File: src/rtl/abu_pkg.sv
// Package: register map, field positions, reset values and states of the breakpoint unit
package abu_pkg;
  // -------------------------------------------------------------------------
  // Register indices (byte address = 4 * index)
  // -------------------------------------------------------------------------
  localparam logic [2:0] ABU_IDX_CTRL   = 3'h0; // break_control_status
  localparam logic [2:0] ABU_IDX_ADDR_H = 3'h1; // break_address_high
  localparam logic [2:0] ABU_IDX_ADDR_L = 3'h2; // break_address_low
  localparam logic [2:0] ABU_IDX_LPSTAT = 3'h3; // break_lowpower_status
  localparam logic [2:0] ABU_IDX_FLGCTL = 3'h4; // break_flag_control
  localparam logic [2:0] ABU_IDX_IRQST  = 3'h5; // interrupt status, write 1 clears
  localparam logic [2:0] ABU_IDX_IRQMSK = 3'h6; // interrupt mask
  localparam logic [2:0] ABU_IDX_LAST   = 3'h6;
  // -------------------------------------------------------------------------
  // Field positions
  // -------------------------------------------------------------------------
  localparam int ABU_BIT_ENABLE = 7; // break_enable_bit
  localparam int ABU_BIT_ACTIVE = 6; // break_active_flag
  localparam int ABU_BIT_LPEXIT = 1; // lowpower_exit_flag / wait_exit_flag
  localparam int ABU_BIT_CFE    = 7; // clear_flag_enable
  localparam int ABU_IRQ_ENTRY  = 0; // break entered
  localparam int ABU_IRQ_LPEXIT = 1; // low-power mode left by break
  // -------------------------------------------------------------------------
  // Reset values
  // -------------------------------------------------------------------------
  localparam logic [7:0] ABU_RST_BYTE = 8'h00;
  localparam logic [1:0] ABU_RST_IRQ  = 2'h0;
  // -------------------------------------------------------------------------
  // Break state machine
  // -------------------------------------------------------------------------
  typedef enum logic [1:0] {
    ABU_IDLE   = 2'b00, // normal operation
    ABU_PEND   = 2'b01, // request raised, CPU finishing instruction
    ABU_ACTIVE = 2'b10  // inside break routine
  } abu_state_t;
endpackage : abu_pkg

File: src/rtl/abu_reg_if.sv
// Interface: register access strobes between bus slave and breakpoint core
`timescale 1ns/100ps
`default_nettype none
interface abu_reg_if;
  logic       wr_en; // one-cycle write strobe
  logic [2:0] idx;   // register index
  logic [7:0] wdata; // write byte
  logic [7:0] rdata; // read byte for idx
  modport slave (output wr_en, output idx, output wdata, input rdata);
  modport core  (input wr_en, input idx, input wdata, output rdata);
endinterface : abu_reg_if
`default_nettype wire

File: src/rtl/abu_break_unit.sv
// Address breakpoint unit: comparator, break sequencing, flags and registers
`timescale 1ns/100ps
`default_nettype none
module abu_break_unit
  import abu_pkg::*;
(
  input  wire logic        hclk,
  input  wire logic        hresetn,
  input  wire logic        clk_en,
  // AHB-Lite slave
  input  wire logic        hsel,
  input  wire logic [31:0] haddr,
  input  wire logic [1:0]  htrans,
  input  wire logic        hwrite,
  input  wire logic [2:0]  hsize,
  input  wire logic [31:0] hwdata,
  input  wire logic        hready,
  output logic             hreadyout,
  output logic [31:0]      hrdata,
  output logic             hresp,
  // CPU side
  input  wire logic [15:0] cpu_addr,
  input  wire logic        cpu_pc_fetch,
  input  wire logic        cpu_swi_taken,
  input  wire logic        cpu_rti_done,
  input  wire logic        cpu_in_wait,
  input  wire logic        cpu_in_stop,
  input  wire logic        rst_pin_vtst,
  output logic             break_req,
  output logic             break_state,
  output logic             timer_freeze,
  output logic             watchdog_hold,
  output logic             flag_clear_allow,
  output logic             wake_req,
  output logic             irq
);
  // -------------------------------------------------------------------------
  // Bus front end and pin synchroniser
  // -------------------------------------------------------------------------
  abu_reg_if regs ();
  logic vtst_s;

  abu_ahb_slave u_slave (
    .hclk      (hclk),
    .hresetn   (hresetn),
    .clk_en    (clk_en),
    .hsel      (hsel),
    .haddr     (haddr),
    .htrans    (htrans),
    .hwrite    (hwrite),
    .hsize     (hsize),
    .hwdata    (hwdata),
    .hready    (hready),
    .hreadyout (hreadyout),
    .hrdata    (hrdata),
    .hresp     (hresp),
    .regs      (regs.slave)
  );

  abu_sync2 #(.WIDTH(1)) u_vtst_sync (
    .hclk     (hclk),
    .hresetn  (hresetn),
    .clk_en   (clk_en),
    .async_in (rst_pin_vtst),
    .sync_out (vtst_s)
  );

  // -------------------------------------------------------------------------
  // State
  // -------------------------------------------------------------------------
  abu_state_t state_q, state_d;
  logic       enable_q, enable_d;
  logic       active_q, active_d;
  logic [7:0] addr_h_q, addr_h_d;
  logic [7:0] addr_l_q, addr_l_d;
  logic       lpexit_q, lpexit_d;
  logic       cfe_q, cfe_d;
  logic [1:0] irq_st_q, irq_st_d;
  logic [1:0] irq_msk_q, irq_msk_d;
  logic       req_q, req_d;
  logic       brk_q, brk_d;
  logic       frz_q, frz_d;
  logic       wdh_q, wdh_d;
  logic       fca_q, fca_d;
  logic       wake_q, wake_d;
  logic       irq_q, irq_d;

  // Decoded write strobes
  logic wr_ctrl, wr_addr_h, wr_addr_l, wr_lp, wr_flg, wr_ist, wr_imsk;
  logic match_hit, sw_force, trigger, lowpower;
  logic [1:0] irq_evt;

  assign wr_ctrl   = regs.wr_en && (regs.idx == ABU_IDX_CTRL);
  assign wr_addr_h = regs.wr_en && (regs.idx == ABU_IDX_ADDR_H);
  assign wr_addr_l = regs.wr_en && (regs.idx == ABU_IDX_ADDR_L);
  assign wr_lp     = regs.wr_en && (regs.idx == ABU_IDX_LPSTAT);
  assign wr_flg    = regs.wr_en && (regs.idx == ABU_IDX_FLGCTL);
  assign wr_ist    = regs.wr_en && (regs.idx == ABU_IDX_IRQST);
  assign wr_imsk   = regs.wr_en && (regs.idx == ABU_IDX_IRQMSK);

  // -------------------------------------------------------------------------
  // Break triggers
  // -------------------------------------------------------------------------
  // Compare runs in every mode, wait included, qualified by fetch and enable
  assign match_hit = enable_q & cpu_pc_fetch &
                     (cpu_addr == {addr_h_q, addr_l_q});
  assign sw_force  = wr_ctrl & regs.wdata[ABU_BIT_ACTIVE];
  assign trigger   = (match_hit | sw_force) && (state_q == ABU_IDLE);
  assign lowpower  = cpu_in_wait | cpu_in_stop;
  assign irq_evt   = {trigger & lowpower, trigger};

  // -------------------------------------------------------------------------
  // Break sequencer next state
  // -------------------------------------------------------------------------
  always_comb begin
    state_d = state_q;
    unique case (state_q)
      ABU_IDLE: begin
        if (trigger) begin
          state_d = ABU_PEND;
        end
      end
      ABU_PEND: begin
        if (cpu_swi_taken) begin
          state_d = ABU_ACTIVE;
        end
      end
      ABU_ACTIVE: begin
        if (cpu_rti_done) begin
          state_d = ABU_IDLE;
        end
      end
      default: state_d = ABU_IDLE;
    endcase
    if (!clk_en) begin
      state_d = state_q;
    end
  end

  // -------------------------------------------------------------------------
  // Register file next values
  // -------------------------------------------------------------------------
  always_comb begin
    enable_d  = enable_q;
    active_d  = active_q;
    addr_h_d  = addr_h_q;
    addr_l_d  = addr_l_q;
    lpexit_d  = lpexit_q;
    cfe_d     = cfe_q;
    irq_st_d  = irq_st_q;
    irq_msk_d = irq_msk_q;
    if (clk_en) begin
      if (wr_ctrl) begin
        enable_d = regs.wdata[ABU_BIT_ENABLE];
      end
      // Set wins over a simultaneous clear
      if (wr_ctrl && !regs.wdata[ABU_BIT_ACTIVE]) begin
        active_d = 1'b0;
      end
      if (match_hit | sw_force) begin
        active_d = 1'b1;
      end
      if (wr_addr_h) begin
        addr_h_d = regs.wdata;
      end
      if (wr_addr_l) begin
        addr_l_d = regs.wdata;
      end
      if (wr_lp && !regs.wdata[ABU_BIT_LPEXIT]) begin
        lpexit_d = 1'b0;
      end
      if (trigger && lowpower) begin
        lpexit_d = 1'b1;
      end
      if (wr_flg) begin
        cfe_d = regs.wdata[ABU_BIT_CFE];
      end
      if (wr_imsk) begin
        irq_msk_d = regs.wdata[1:0];
      end
      // Sticky events, write one clears, new event wins
      if (wr_ist) begin
        irq_st_d = irq_st_q & ~regs.wdata[1:0];
      end
      irq_st_d = irq_st_d | irq_evt;
    end
  end

  // -------------------------------------------------------------------------
  // Output next values (all outputs registered)
  // -------------------------------------------------------------------------
  always_comb begin
    req_d  = req_q;
    brk_d  = brk_q;
    frz_d  = frz_q;
    wdh_d  = wdh_q;
    fca_d  = fca_q;
    wake_d = wake_q;
    irq_d  = irq_q;
    if (clk_en) begin
      req_d  = (state_d == ABU_PEND);
      brk_d  = (state_d != ABU_IDLE);
      frz_d  = (state_d != ABU_IDLE);
      wdh_d  = (state_d != ABU_IDLE) & vtst_s;
      fca_d  = (state_d == ABU_IDLE) | cfe_d;
      wake_d = trigger & lowpower;
      irq_d  = |(irq_st_d & irq_msk_d);
    end
  end

  // -------------------------------------------------------------------------
  // Read mux
  // -------------------------------------------------------------------------
  always_comb begin
    regs.rdata = 8'h00;
    unique case (regs.idx)
      ABU_IDX_CTRL: begin
        regs.rdata[ABU_BIT_ENABLE] = enable_q;
        regs.rdata[ABU_BIT_ACTIVE] = active_q;
      end
      ABU_IDX_ADDR_H: regs.rdata = addr_h_q;
      ABU_IDX_ADDR_L: regs.rdata = addr_l_q;
      ABU_IDX_LPSTAT: regs.rdata[ABU_BIT_LPEXIT] = lpexit_q;
      ABU_IDX_FLGCTL: regs.rdata[ABU_BIT_CFE] = cfe_q;
      ABU_IDX_IRQST:  regs.rdata[1:0] = irq_st_q;
      ABU_IDX_IRQMSK: regs.rdata[1:0] = irq_msk_q;
      default:        regs.rdata = 8'h00; // Unmapped
    endcase
  end

  // -------------------------------------------------------------------------
  // Registers
  // -------------------------------------------------------------------------
  always_ff @(posedge hclk or negedge hresetn) begin
    if (!hresetn) begin
      state_q   <= ABU_IDLE;
      enable_q  <= 1'b0;
      active_q  <= 1'b0;
      addr_h_q  <= ABU_RST_BYTE;
      addr_l_q  <= ABU_RST_BYTE;
      lpexit_q  <= 1'b0;
      cfe_q     <= 1'b0;
      irq_st_q  <= ABU_RST_IRQ;
      irq_msk_q <= ABU_RST_IRQ;
      req_q     <= 1'b0;
      brk_q     <= 1'b0;
      frz_q     <= 1'b0;
      wdh_q     <= 1'b0;
      fca_q     <= 1'b1;
      wake_q    <= 1'b0;
      irq_q     <= 1'b0;
    end else begin
      state_q   <= state_d;
      enable_q  <= enable_d;
      active_q  <= active_d;
      addr_h_q  <= addr_h_d;
      addr_l_q  <= addr_l_d;
      lpexit_q  <= lpexit_d;
      cfe_q     <= cfe_d;
      irq_st_q  <= irq_st_d;
      irq_msk_q <= irq_msk_d;
      req_q     <= req_d;
      brk_q     <= brk_d;
      frz_q     <= frz_d;
      wdh_q     <= wdh_d;
      fca_q     <= fca_d;
      wake_q    <= wake_d;
      irq_q     <= irq_d;
    end
  end

  assign break_req        = req_q;
  assign break_state      = brk_q;
  assign timer_freeze     = frz_q;
  assign watchdog_hold    = wdh_q;
  assign flag_clear_allow = fca_q;
  assign wake_req         = wake_q;
  assign irq              = irq_q;
endmodule : abu_break_unit
`default_nettype wire

File: src/rtl/abu_sync2.sv
// Two-flop synchroniser for pin inputs
`timescale 1ns/100ps
`default_nettype none
module abu_sync2
  import abu_pkg::*;
#(
  parameter int WIDTH = 1
) (
  input  wire logic             hclk,
  input  wire logic             hresetn,
  input  wire logic             clk_en,
  input  wire logic [WIDTH-1:0] async_in,
  output logic      [WIDTH-1:0] sync_out
);
  logic [WIDTH-1:0] meta_q;
  logic [WIDTH-1:0] meta_d;
  logic [WIDTH-1:0] sync_q;
  logic [WIDTH-1:0] sync_d;

  // Next values, frozen while clock enable is low
  always_comb begin
    meta_d = clk_en ? async_in : meta_q;
    sync_d = clk_en ? meta_q : sync_q;
  end

  // Synchroniser flops
  always_ff @(posedge hclk or negedge hresetn) begin
    if (!hresetn) begin
      meta_q <= '0;
      sync_q <= '0;
    end else begin
      meta_q <= meta_d;
      sync_q <= sync_d;
    end
  end

  assign sync_out = sync_q;
endmodule : abu_sync2
`default_nettype wire

File: src/rtl/abu_ahb_slave.sv
// AHB-Lite slave front end: zero-wait writes, one-wait reads
`timescale 1ns/100ps
`default_nettype none
module abu_ahb_slave
  import abu_pkg::*;
(
  input  wire logic        hclk,
  input  wire logic        hresetn,
  input  wire logic        clk_en,
  input  wire logic        hsel,
  input  wire logic [31:0] haddr,
  input  wire logic [1:0]  htrans,
  input  wire logic        hwrite,
  input  wire logic [2:0]  hsize,
  input  wire logic [31:0] hwdata,
  input  wire logic        hready,
  output logic             hreadyout,
  output logic [31:0]      hrdata,
  output logic             hresp,
  abu_reg_if.slave         regs
);
  logic        wr_q, wr_d;
  logic        rd_q, rd_d;
  logic [2:0]  idx_q, idx_d;
  logic        rdy_q, rdy_d;
  logic [31:0] rdat_q, rdat_d;
  logic        take;
  logic        mapped;

  // Address phase accepted; hsize unused, only word transfers occur
  assign take   = hsel & htrans[1] & hready;
  assign mapped = (haddr[31:5] == 27'h0) && (haddr[4:2] <= ABU_IDX_LAST);

  // Next values of the data-phase controls
  always_comb begin
    wr_d   = wr_q;
    rd_d   = rd_q;
    idx_d  = idx_q;
    rdy_d  = rdy_q;
    rdat_d = rdat_q;
    if (clk_en) begin
      wr_d  = 1'b0;
      rd_d  = 1'b0;
      rdy_d = 1'b1;
      if (rd_q) begin
        rdat_d = {24'h0, regs.rdata}; // Unmapped reads give zero
      end
      if (take) begin
        wr_d  = hwrite & mapped;
        rd_d  = ~hwrite;
        rdy_d = hwrite;
        idx_d = mapped ? haddr[4:2] : ABU_IDX_LAST + 3'h1;
      end
    end
  end

  // Data-phase registers
  always_ff @(posedge hclk or negedge hresetn) begin
    if (!hresetn) begin
      wr_q   <= 1'b0;
      rd_q   <= 1'b0;
      idx_q  <= 3'h0;
      rdy_q  <= 1'b1;
      rdat_q <= 32'h0;
    end else begin
      wr_q   <= wr_d;
      rd_q   <= rd_d;
      idx_q  <= idx_d;
      rdy_q  <= rdy_d;
      rdat_q <= rdat_d;
    end
  end

  assign regs.wr_en = wr_q & clk_en;
  assign regs.idx   = idx_q;
  assign regs.wdata = hwdata[7:0];
  assign hreadyout  = rdy_q;
  assign hrdata     = rdat_q;
  assign hresp      = 1'b0; // Always OKAY
endmodule : abu_ahb_slave
`default_nettype wire

File: config.mk
export PLATFORM = sky130hd
export DESIGN_NAME = abu_break_unit
export DESIGN_NICKNAME = d
export VERILOG_FILES = /design/src/rtl/abu_pkg.sv /design/src/rtl/abu_reg_if.sv /design/src/rtl/abu_break_unit.sv /design/src/rtl/abu_sync2.sv /design/src/rtl/abu_ahb_slave.sv
export SDC_FILE = /design/constraint.sdc
export NUM_CORES = 1
export LEC_CHECK = 0
export BUFFER_PORTS_ARGS = -buffer_cell sky130_fd_sc_hd__buf_2
export CORE_MARGIN = 3
export CORE_UTILIZATION = 45
export DETAILED_ROUTE_END_ITERATION = 16
export PLACE_DENSITY = 0.82
export REMOVE_ABC_BUFFERS = 1
export SLEW_MARGIN = 40
export SYNTH_ARGS = -nofsm -noshare
export SYNTH_HDL_FRONTEND = slang
export SYNTH_SLANG_ARGS = --single-unit
File: constraint.sdc
create_clock -name hclk -period 4.3 [get_ports hclk]
set_input_delay 0.215 -clock hclk [delete_from_list [all_inputs] [get_ports hclk]]
set_output_delay 0.215 -clock hclk [all_outputs]
set_load 0.02 [all_outputs]
; ---- After elaboration in Yosys (flattened, before gate mapping)
; Cells that the tools add are included.
[word_totals]
regBits = 48
inputBits = 97
out_inout_bits = 41
elab_cells = 104
[classes]
n_lt_le_gt_ge = 1
eq_ne = 10
n_mux = 25
bitwise = 17
n_reduce_logical = 29
[ops]
columns = operator, count
row1 = $logic_not 27->1, 1
row2 = $mux 2, 9
row3 = $eq 16x16->1, 1
row4 = $reduce_and 2->1, 7
row5 = $logic_and 1x1->1, 12
row6 = $and 1x1->1, 9
row7 = $eq 3x3->1 const B, 3
row8 = $mux 1, 9
row9 = $pmux 1 s4, 2
row10 = $pmux 4 s2, 1
row11 = $eq 3x2->1 const B, 2
row12 = $pmux 2 s3, 1
row13 = $reduce_bool 2->1, 3
row14 = $pmux 1 s5, 1
row15 = $and 2x2->2, 2
row16 = $eq 2x1->1 const B, 2
row17 = $logic_not 2->1, 2
row18 = $eq 3x1->1 const B, 1
row19 = $le 3x3->1 const B, 1
row20 = $logic_not 3->1, 1
row21 = $mux 3, 1
row22 = $or 1x1->1, 3
row23 = $pmux 1 s3, 1
row24 = $eq 2x2->1 const B, 1
row25 = 5 further kinds, 6

; ---- Depth between registers and ports, before layout
[depth]
depth_word = 10
ltp_mapped = 7
depth_no_buf = 5

; ---- Cells and area by module
; Synthesis repeated with hierarchy kept, for this count alone.
[hier_totals]
cells_unflattened = 276
area_unflattened_um2 = 2827.7
[by_module_without_submodules]
columns = mod, instances, cells_per_inst, area_per_inst_um2
row1 = abu_break_unit, 1, 187, 1871.8
row2 = abu_ahb_slave, 1, 85, 883.3
row3 = abu_sync2, 1, 4, 72.6

; ---- Worst setup path after synthesis
; OpenSTA, ideal clock, no wires.
[synth_path]
kind = register -> register
start = register u_slave.idx_q[1] (netlist: u_slave.regs.idx[1])
end = register addr_h_q[0]
t_arrival_ps = 1431
path_slack_ps = 2744
stages_incl_launch_ff = 6
synth_period_minus_slack_ps = 1556
cell_sequence = dfrtp_1 buf_2 nand2b_1 clkbuf_2 nor3_4 mux2_2
[synth_via]
elab_chain_cells = 3
[synth_lines]
columns = element, line
row1 = start: declaration, abu_ahb_slave.sv:24  ; logic [2:0] idx_q, idx_d;
row2 = start signal: assignment, abu_ahb_slave.sv:68  ; idx_q <= idx_d;
row3 = $eq 3x1->1, abu_break_unit.sv:94  ; assign wr_addr_h = regs.wr_en && (regs.idx == ABU_IDX_ADDR_H);
row4 = $logic_and 1x1->1, abu_break_unit.sv:94
row5 = $reduce_and 2->1 (no source line), --
row6 = end signal: assignment, abu_break_unit.sv:256  ; addr_h_q <= addr_h_d;
row7 = end: declaration, abu_break_unit.sv:74  ; logic [7:0] addr_h_q, addr_h_d;
; No other way between the ends.
; A chain may end at the register's enable or synchronous reset.

; ---- Worst setup path in the final report
[layout_path]
start = register u_slave.idx_q[2] (netlist: u_slave.regs.idx[2])
end = register irq_q (netlist: irq)
[layout_via]
word_cells_on_any_way = 18
cone_classes = eq/ne: 2 / mux: 5 / bitwise: 5 / reduce/logical: 6
[layout_rtl]
columns = element, line
row1 = $eq 3x3->1, abu_break_unit.sv:99  ; assign wr_imsk = regs.wr_en && (regs.idx == ABU_IDX_IRQMSK);
row2 = $logic_and 1x1->1, abu_break_unit.sv:99
row3 = $mux 2, abu_break_unit.sv:178  ; if (wr_imsk) begin
row4 = $mux 2, abu_break_unit.sv:152  ; if (clk_en) begin
row5 = named net irq_msk_d[0], abu_break_unit.sv:79  ; logic [1:0] irq_msk_q, irq_msk_d;
row6 = $and 2x2->2, abu_break_unit.sv:207  ; irq_d = |(irq_st_d & irq_msk_d);
row7 = $reduce_or 2->1, abu_break_unit.sv:207
row8 = end signal: assignment, abu_break_unit.sv:268  ; irq_q <= irq_d;
row9 = end: declaration, abu_break_unit.sv:86  ; logic irq_q, irq_d;
; The timed path passes the listed nets, and every way through them passes these cells. The select of a mux whose other input is x is not followed.

==> results by group <==
Outcome
  – Status: finished, final reports clean

Place
  – DP Worst Slack: 2.34 ns
  – Cell count after placement: 408
  – Port bufs: 82
  – RD Place Congestion: 0.808
  – Detailed placement HPWL: 4740 um
  – Post-Place Cell Area: 0.00304 mm^2

Detailed routing
  – DRC: 0
  – Wire per inst: 14.8 um
  – Vias/cell: 5.16
  – Final ANT Viol Nets: 0
  – Via count: 2153
  – Routed wire length: 6170 um
  – DRT iter0 DRCs: 197
  – Pre-Repair DR Iteration Count: 4

Clocking
  – CTS tree: built
  – Sink Count: 48
  – Post-CTS setup buffer count: 0
  – Num CTS Buffers: 5
  – Clk_lat worst skew: 0.31 ns
  – H-tree levels: 2
  – Post-CTS sizing: 0
  – Clock transition at path regs: 0.09 ns
  – Root buffer cell: clkbuf_8
  – CTS max path bufs: 2

Power and ir drop
  – Peak supply drop: 0.128 mV
  – Leakage: 1.57 nW
  – Tot Pwr: 895 uW
  – P_sw: 225 uW
  – Reg power frac: 52.1%
  – Logic gate share of total power: 11.6%
  – P per Cell Area: 283 mW/mm^2
  – Switch share: 25.1%
  – Clk pwr share: 36.4%
  – Internal: 670 uW

Finish
  – Area grow syn2layout: 17.2%
  – Non-filler cells, final: 417
  – Post-route cell area: 0.00317 mm^2
  – Area of the multi-input gates: 0.00131 mm^2
  – Most frequent cells in the layout: buf_2 (81), dfrtp_1 (46), nand2_1 (26)
  – Core Util, Final: 56.1%
  – Fill cells: 504
  – Fin nets: 441
  – Commonest non-fill, non-tap cell in the layout: buf_2
  – # diodes: 0
  – Register area: 0.00120 mm^2
  – Layout cells sized above 1: 34.5%

Timing
  – Final setup viols: 0
  – WHS: 0.135 ns
  – Final clock skew: 0.0103 ns
  – Final period utilization: 46.4%
  – Maximum clock rate: 0.501 GHz
  – Setup_tns: 0 ns
  – RSZ-0062 raised after global routing: false
  – Rel. slew slack: 59.1%
  – Least-Margin Pin Slew: 0.613 ns
  – Slew Limit Fails: 0
  – Final number of hold-violating endpoints: 0
  – Setup WS post-layout: 2.31 ns
  – Post-layout min period: 1.99 ns

Synthesis
  – Mapped Cells: 266
  – Post-synth EDFFs: 0
  – Synth area leader: dfrtp_1
  – Post-synthesis sequential area ratio: 44.6%
  – Count of state elements after synthesis: 48
  – Synthesis Warnings: 0
  – Mapped cell area: 0.00270 mm^2
  – Top cell type's share of synthesized area: 42.6%
  – Netlist cell types: 48
  – Top_reg_cell synth: dfrtp_1
  – Post-synthesis async set-or-reset flop share: 100%
  – Largest cells by area after synthesis: dfrtp_1 (43%), buf_4 (7.5%), mux2_2 (7.5%), xnor2_1 (5.2%), nand2_1 (3.6%)
  – Synthesized area per cell: 10.2 um^2

Worst setup path
  – Worst path required time: 4.48 ns
  – Crit. End Element: flop
  – Worst R2R Setup Slack: 2.31 ns
  – Largest fanout on the critical path: 16
  – Critical path, cell by cell: nand3_1 > nor2_1 > mux2_2 > a22oi_1 > o211ai_1
  – CP max stage cell: dfrtp_1
  – Crit path largest cell delay: 0.74 ns
  – Worst EP arrival: 2.17 ns
  – CP Class: flop to flop
  – CP Launch Type: flop

Global routing
  – Vias in the first global route: 2209
  – Wire length of the first global-routing pass: 10600 um
  – GRT Total Usage: 18.7%
  – Total gr overflow: 0
  – Largest net degree at the start of global routing: 49
  – Initial antenna violation count: 0

Flow run
  – Max-Cap Viols: 0

Hold path
  – Worst min path class: input pin to flop

Floorplan
  – # IOs: 138
  – Starting density of the core: 47.9%
  – Chip height: 83.5 um
  – Row cnt: 27
  – Total die area: 0.00697 mm^2
  – Core area: 0.00564 mm^2
  – Die width: 83.5 um
-- synthesized netlist by cell type, types with 3 or more instances --
library cell and count:
mux2i_1 6, nor3_1 3, nand2_1 26, o211ai_1 4, nor2b_1 3, nand3_1 5, a21oi_1 5, o22a_1 4
nor4_1 6, nand2b_1 4, nand4_1 5, nor2_1 14, xnor2_1 16, dfrtp_1 46, inv_1 8, mux2_2 18
clkbuf_1 3, a31oi_1 3, buf_4 27, buf_2 3, o21ai_0 19, a22oi_1 6
-- cells by family (layout without fill, tap and decap cells) --
| kind of cell | after synthesis | after routing | synth area share (%) |
|---|---|---|---|
| DFF | 48 | 48 | 44.6 |
| other | 1 | 25 | 0.139 |
| AOI/OAI and AO/OA | 56 | 56 | 14.1 |
| muxes | 25 | 25 | 10.3 |
| xor gates and xnor gates | 16 | 16 | 5.19 |
| buffers and inverters | 44 | 99 | 10.4 |
| and+or+nand+nor | 76 | 76 | 15.4 |
-- registers in the layout, summed over array words and instances (netlist names), 2 cells and up --
signal / cells
irq_msk_q: 2
u_slave.hrdata: 8
addr_l_q: 8
addr_h_q: 8
state_q: 2
irq_st_q: 2
u_slave.regs.idx: 3
-- power by group through the flow --
| stage | sequential, mW | clock, mW | combinational (mW) |
|---|---|---|---|
| finish | 0.466 | 0.325 | 0.104 |
| global route | 0.467 | 0.354 | 0.115 |
| CTS | 0.466 | 0.330 | 0.104 |
| detailed placement | 0.475 | 0 | 0.103 |
| global placement | 0.475 | 0 | 0.101 |
| floorplan | 0.476 | 0 | 0.0470 |
-- area by class of cell --
class                      count  share of cell area [%]
inverter                       8                   0.949
sequential                    48                    38.0
tap                           72                    2.85
timing repair buffer          83                    13.4
clock buffer                   5                    2.17
clock inverter                 3                    1.34
multi-input combinational    198                    41.3
-- critical path, delay by kind of cell (launching register included) --
family | cells | cell delay [ns]
AND/OR/NAND/NOR | 2 | 0.47
multiplexers | 1 | 0.38
flip-flops | 1 | 0.74
AO/OA/AOI/OAI | 2 | 0.29
-- per-layer routing --
layer / vias up / global-route usage, % / wire length [um]
met4: 0 / 7.31 / 117
met5: - / 0 / 0
li1: 1052 / - / -
met3: 11 / 4.05 / 379
met1: 1006 / 24.5 / 2680
met2: 84 / 30.2 / 3000
-- what timing repair did --
item,4_1_cts,5_1_grt
endpoints found under the setup margin,0,0
hold buffers,1,0
endpoints found under the hold margin,46,0
-- path summary, 6_finish.rpt --
kind | startpoint | cells past startpoint | endpoint
min in group asynchronous | hresetn | 2 | addr_h_q[2]
hold / removal | rst_pin_vtst | 2 | u_vtst_sync.meta_q
hold reg to reg | u_slave.hrdata[1] | 2 | u_slave.hrdata[1]
max in group asynchronous | hresetn | 2 | u_slave.regs.idx[0]
setup / recovery | u_slave.regs.idx[2] | 5 | irq
setup reg to reg | u_slave.regs.idx[2] | 5 | irq
No activity file was read; power rests on OpenSTA's default activity.
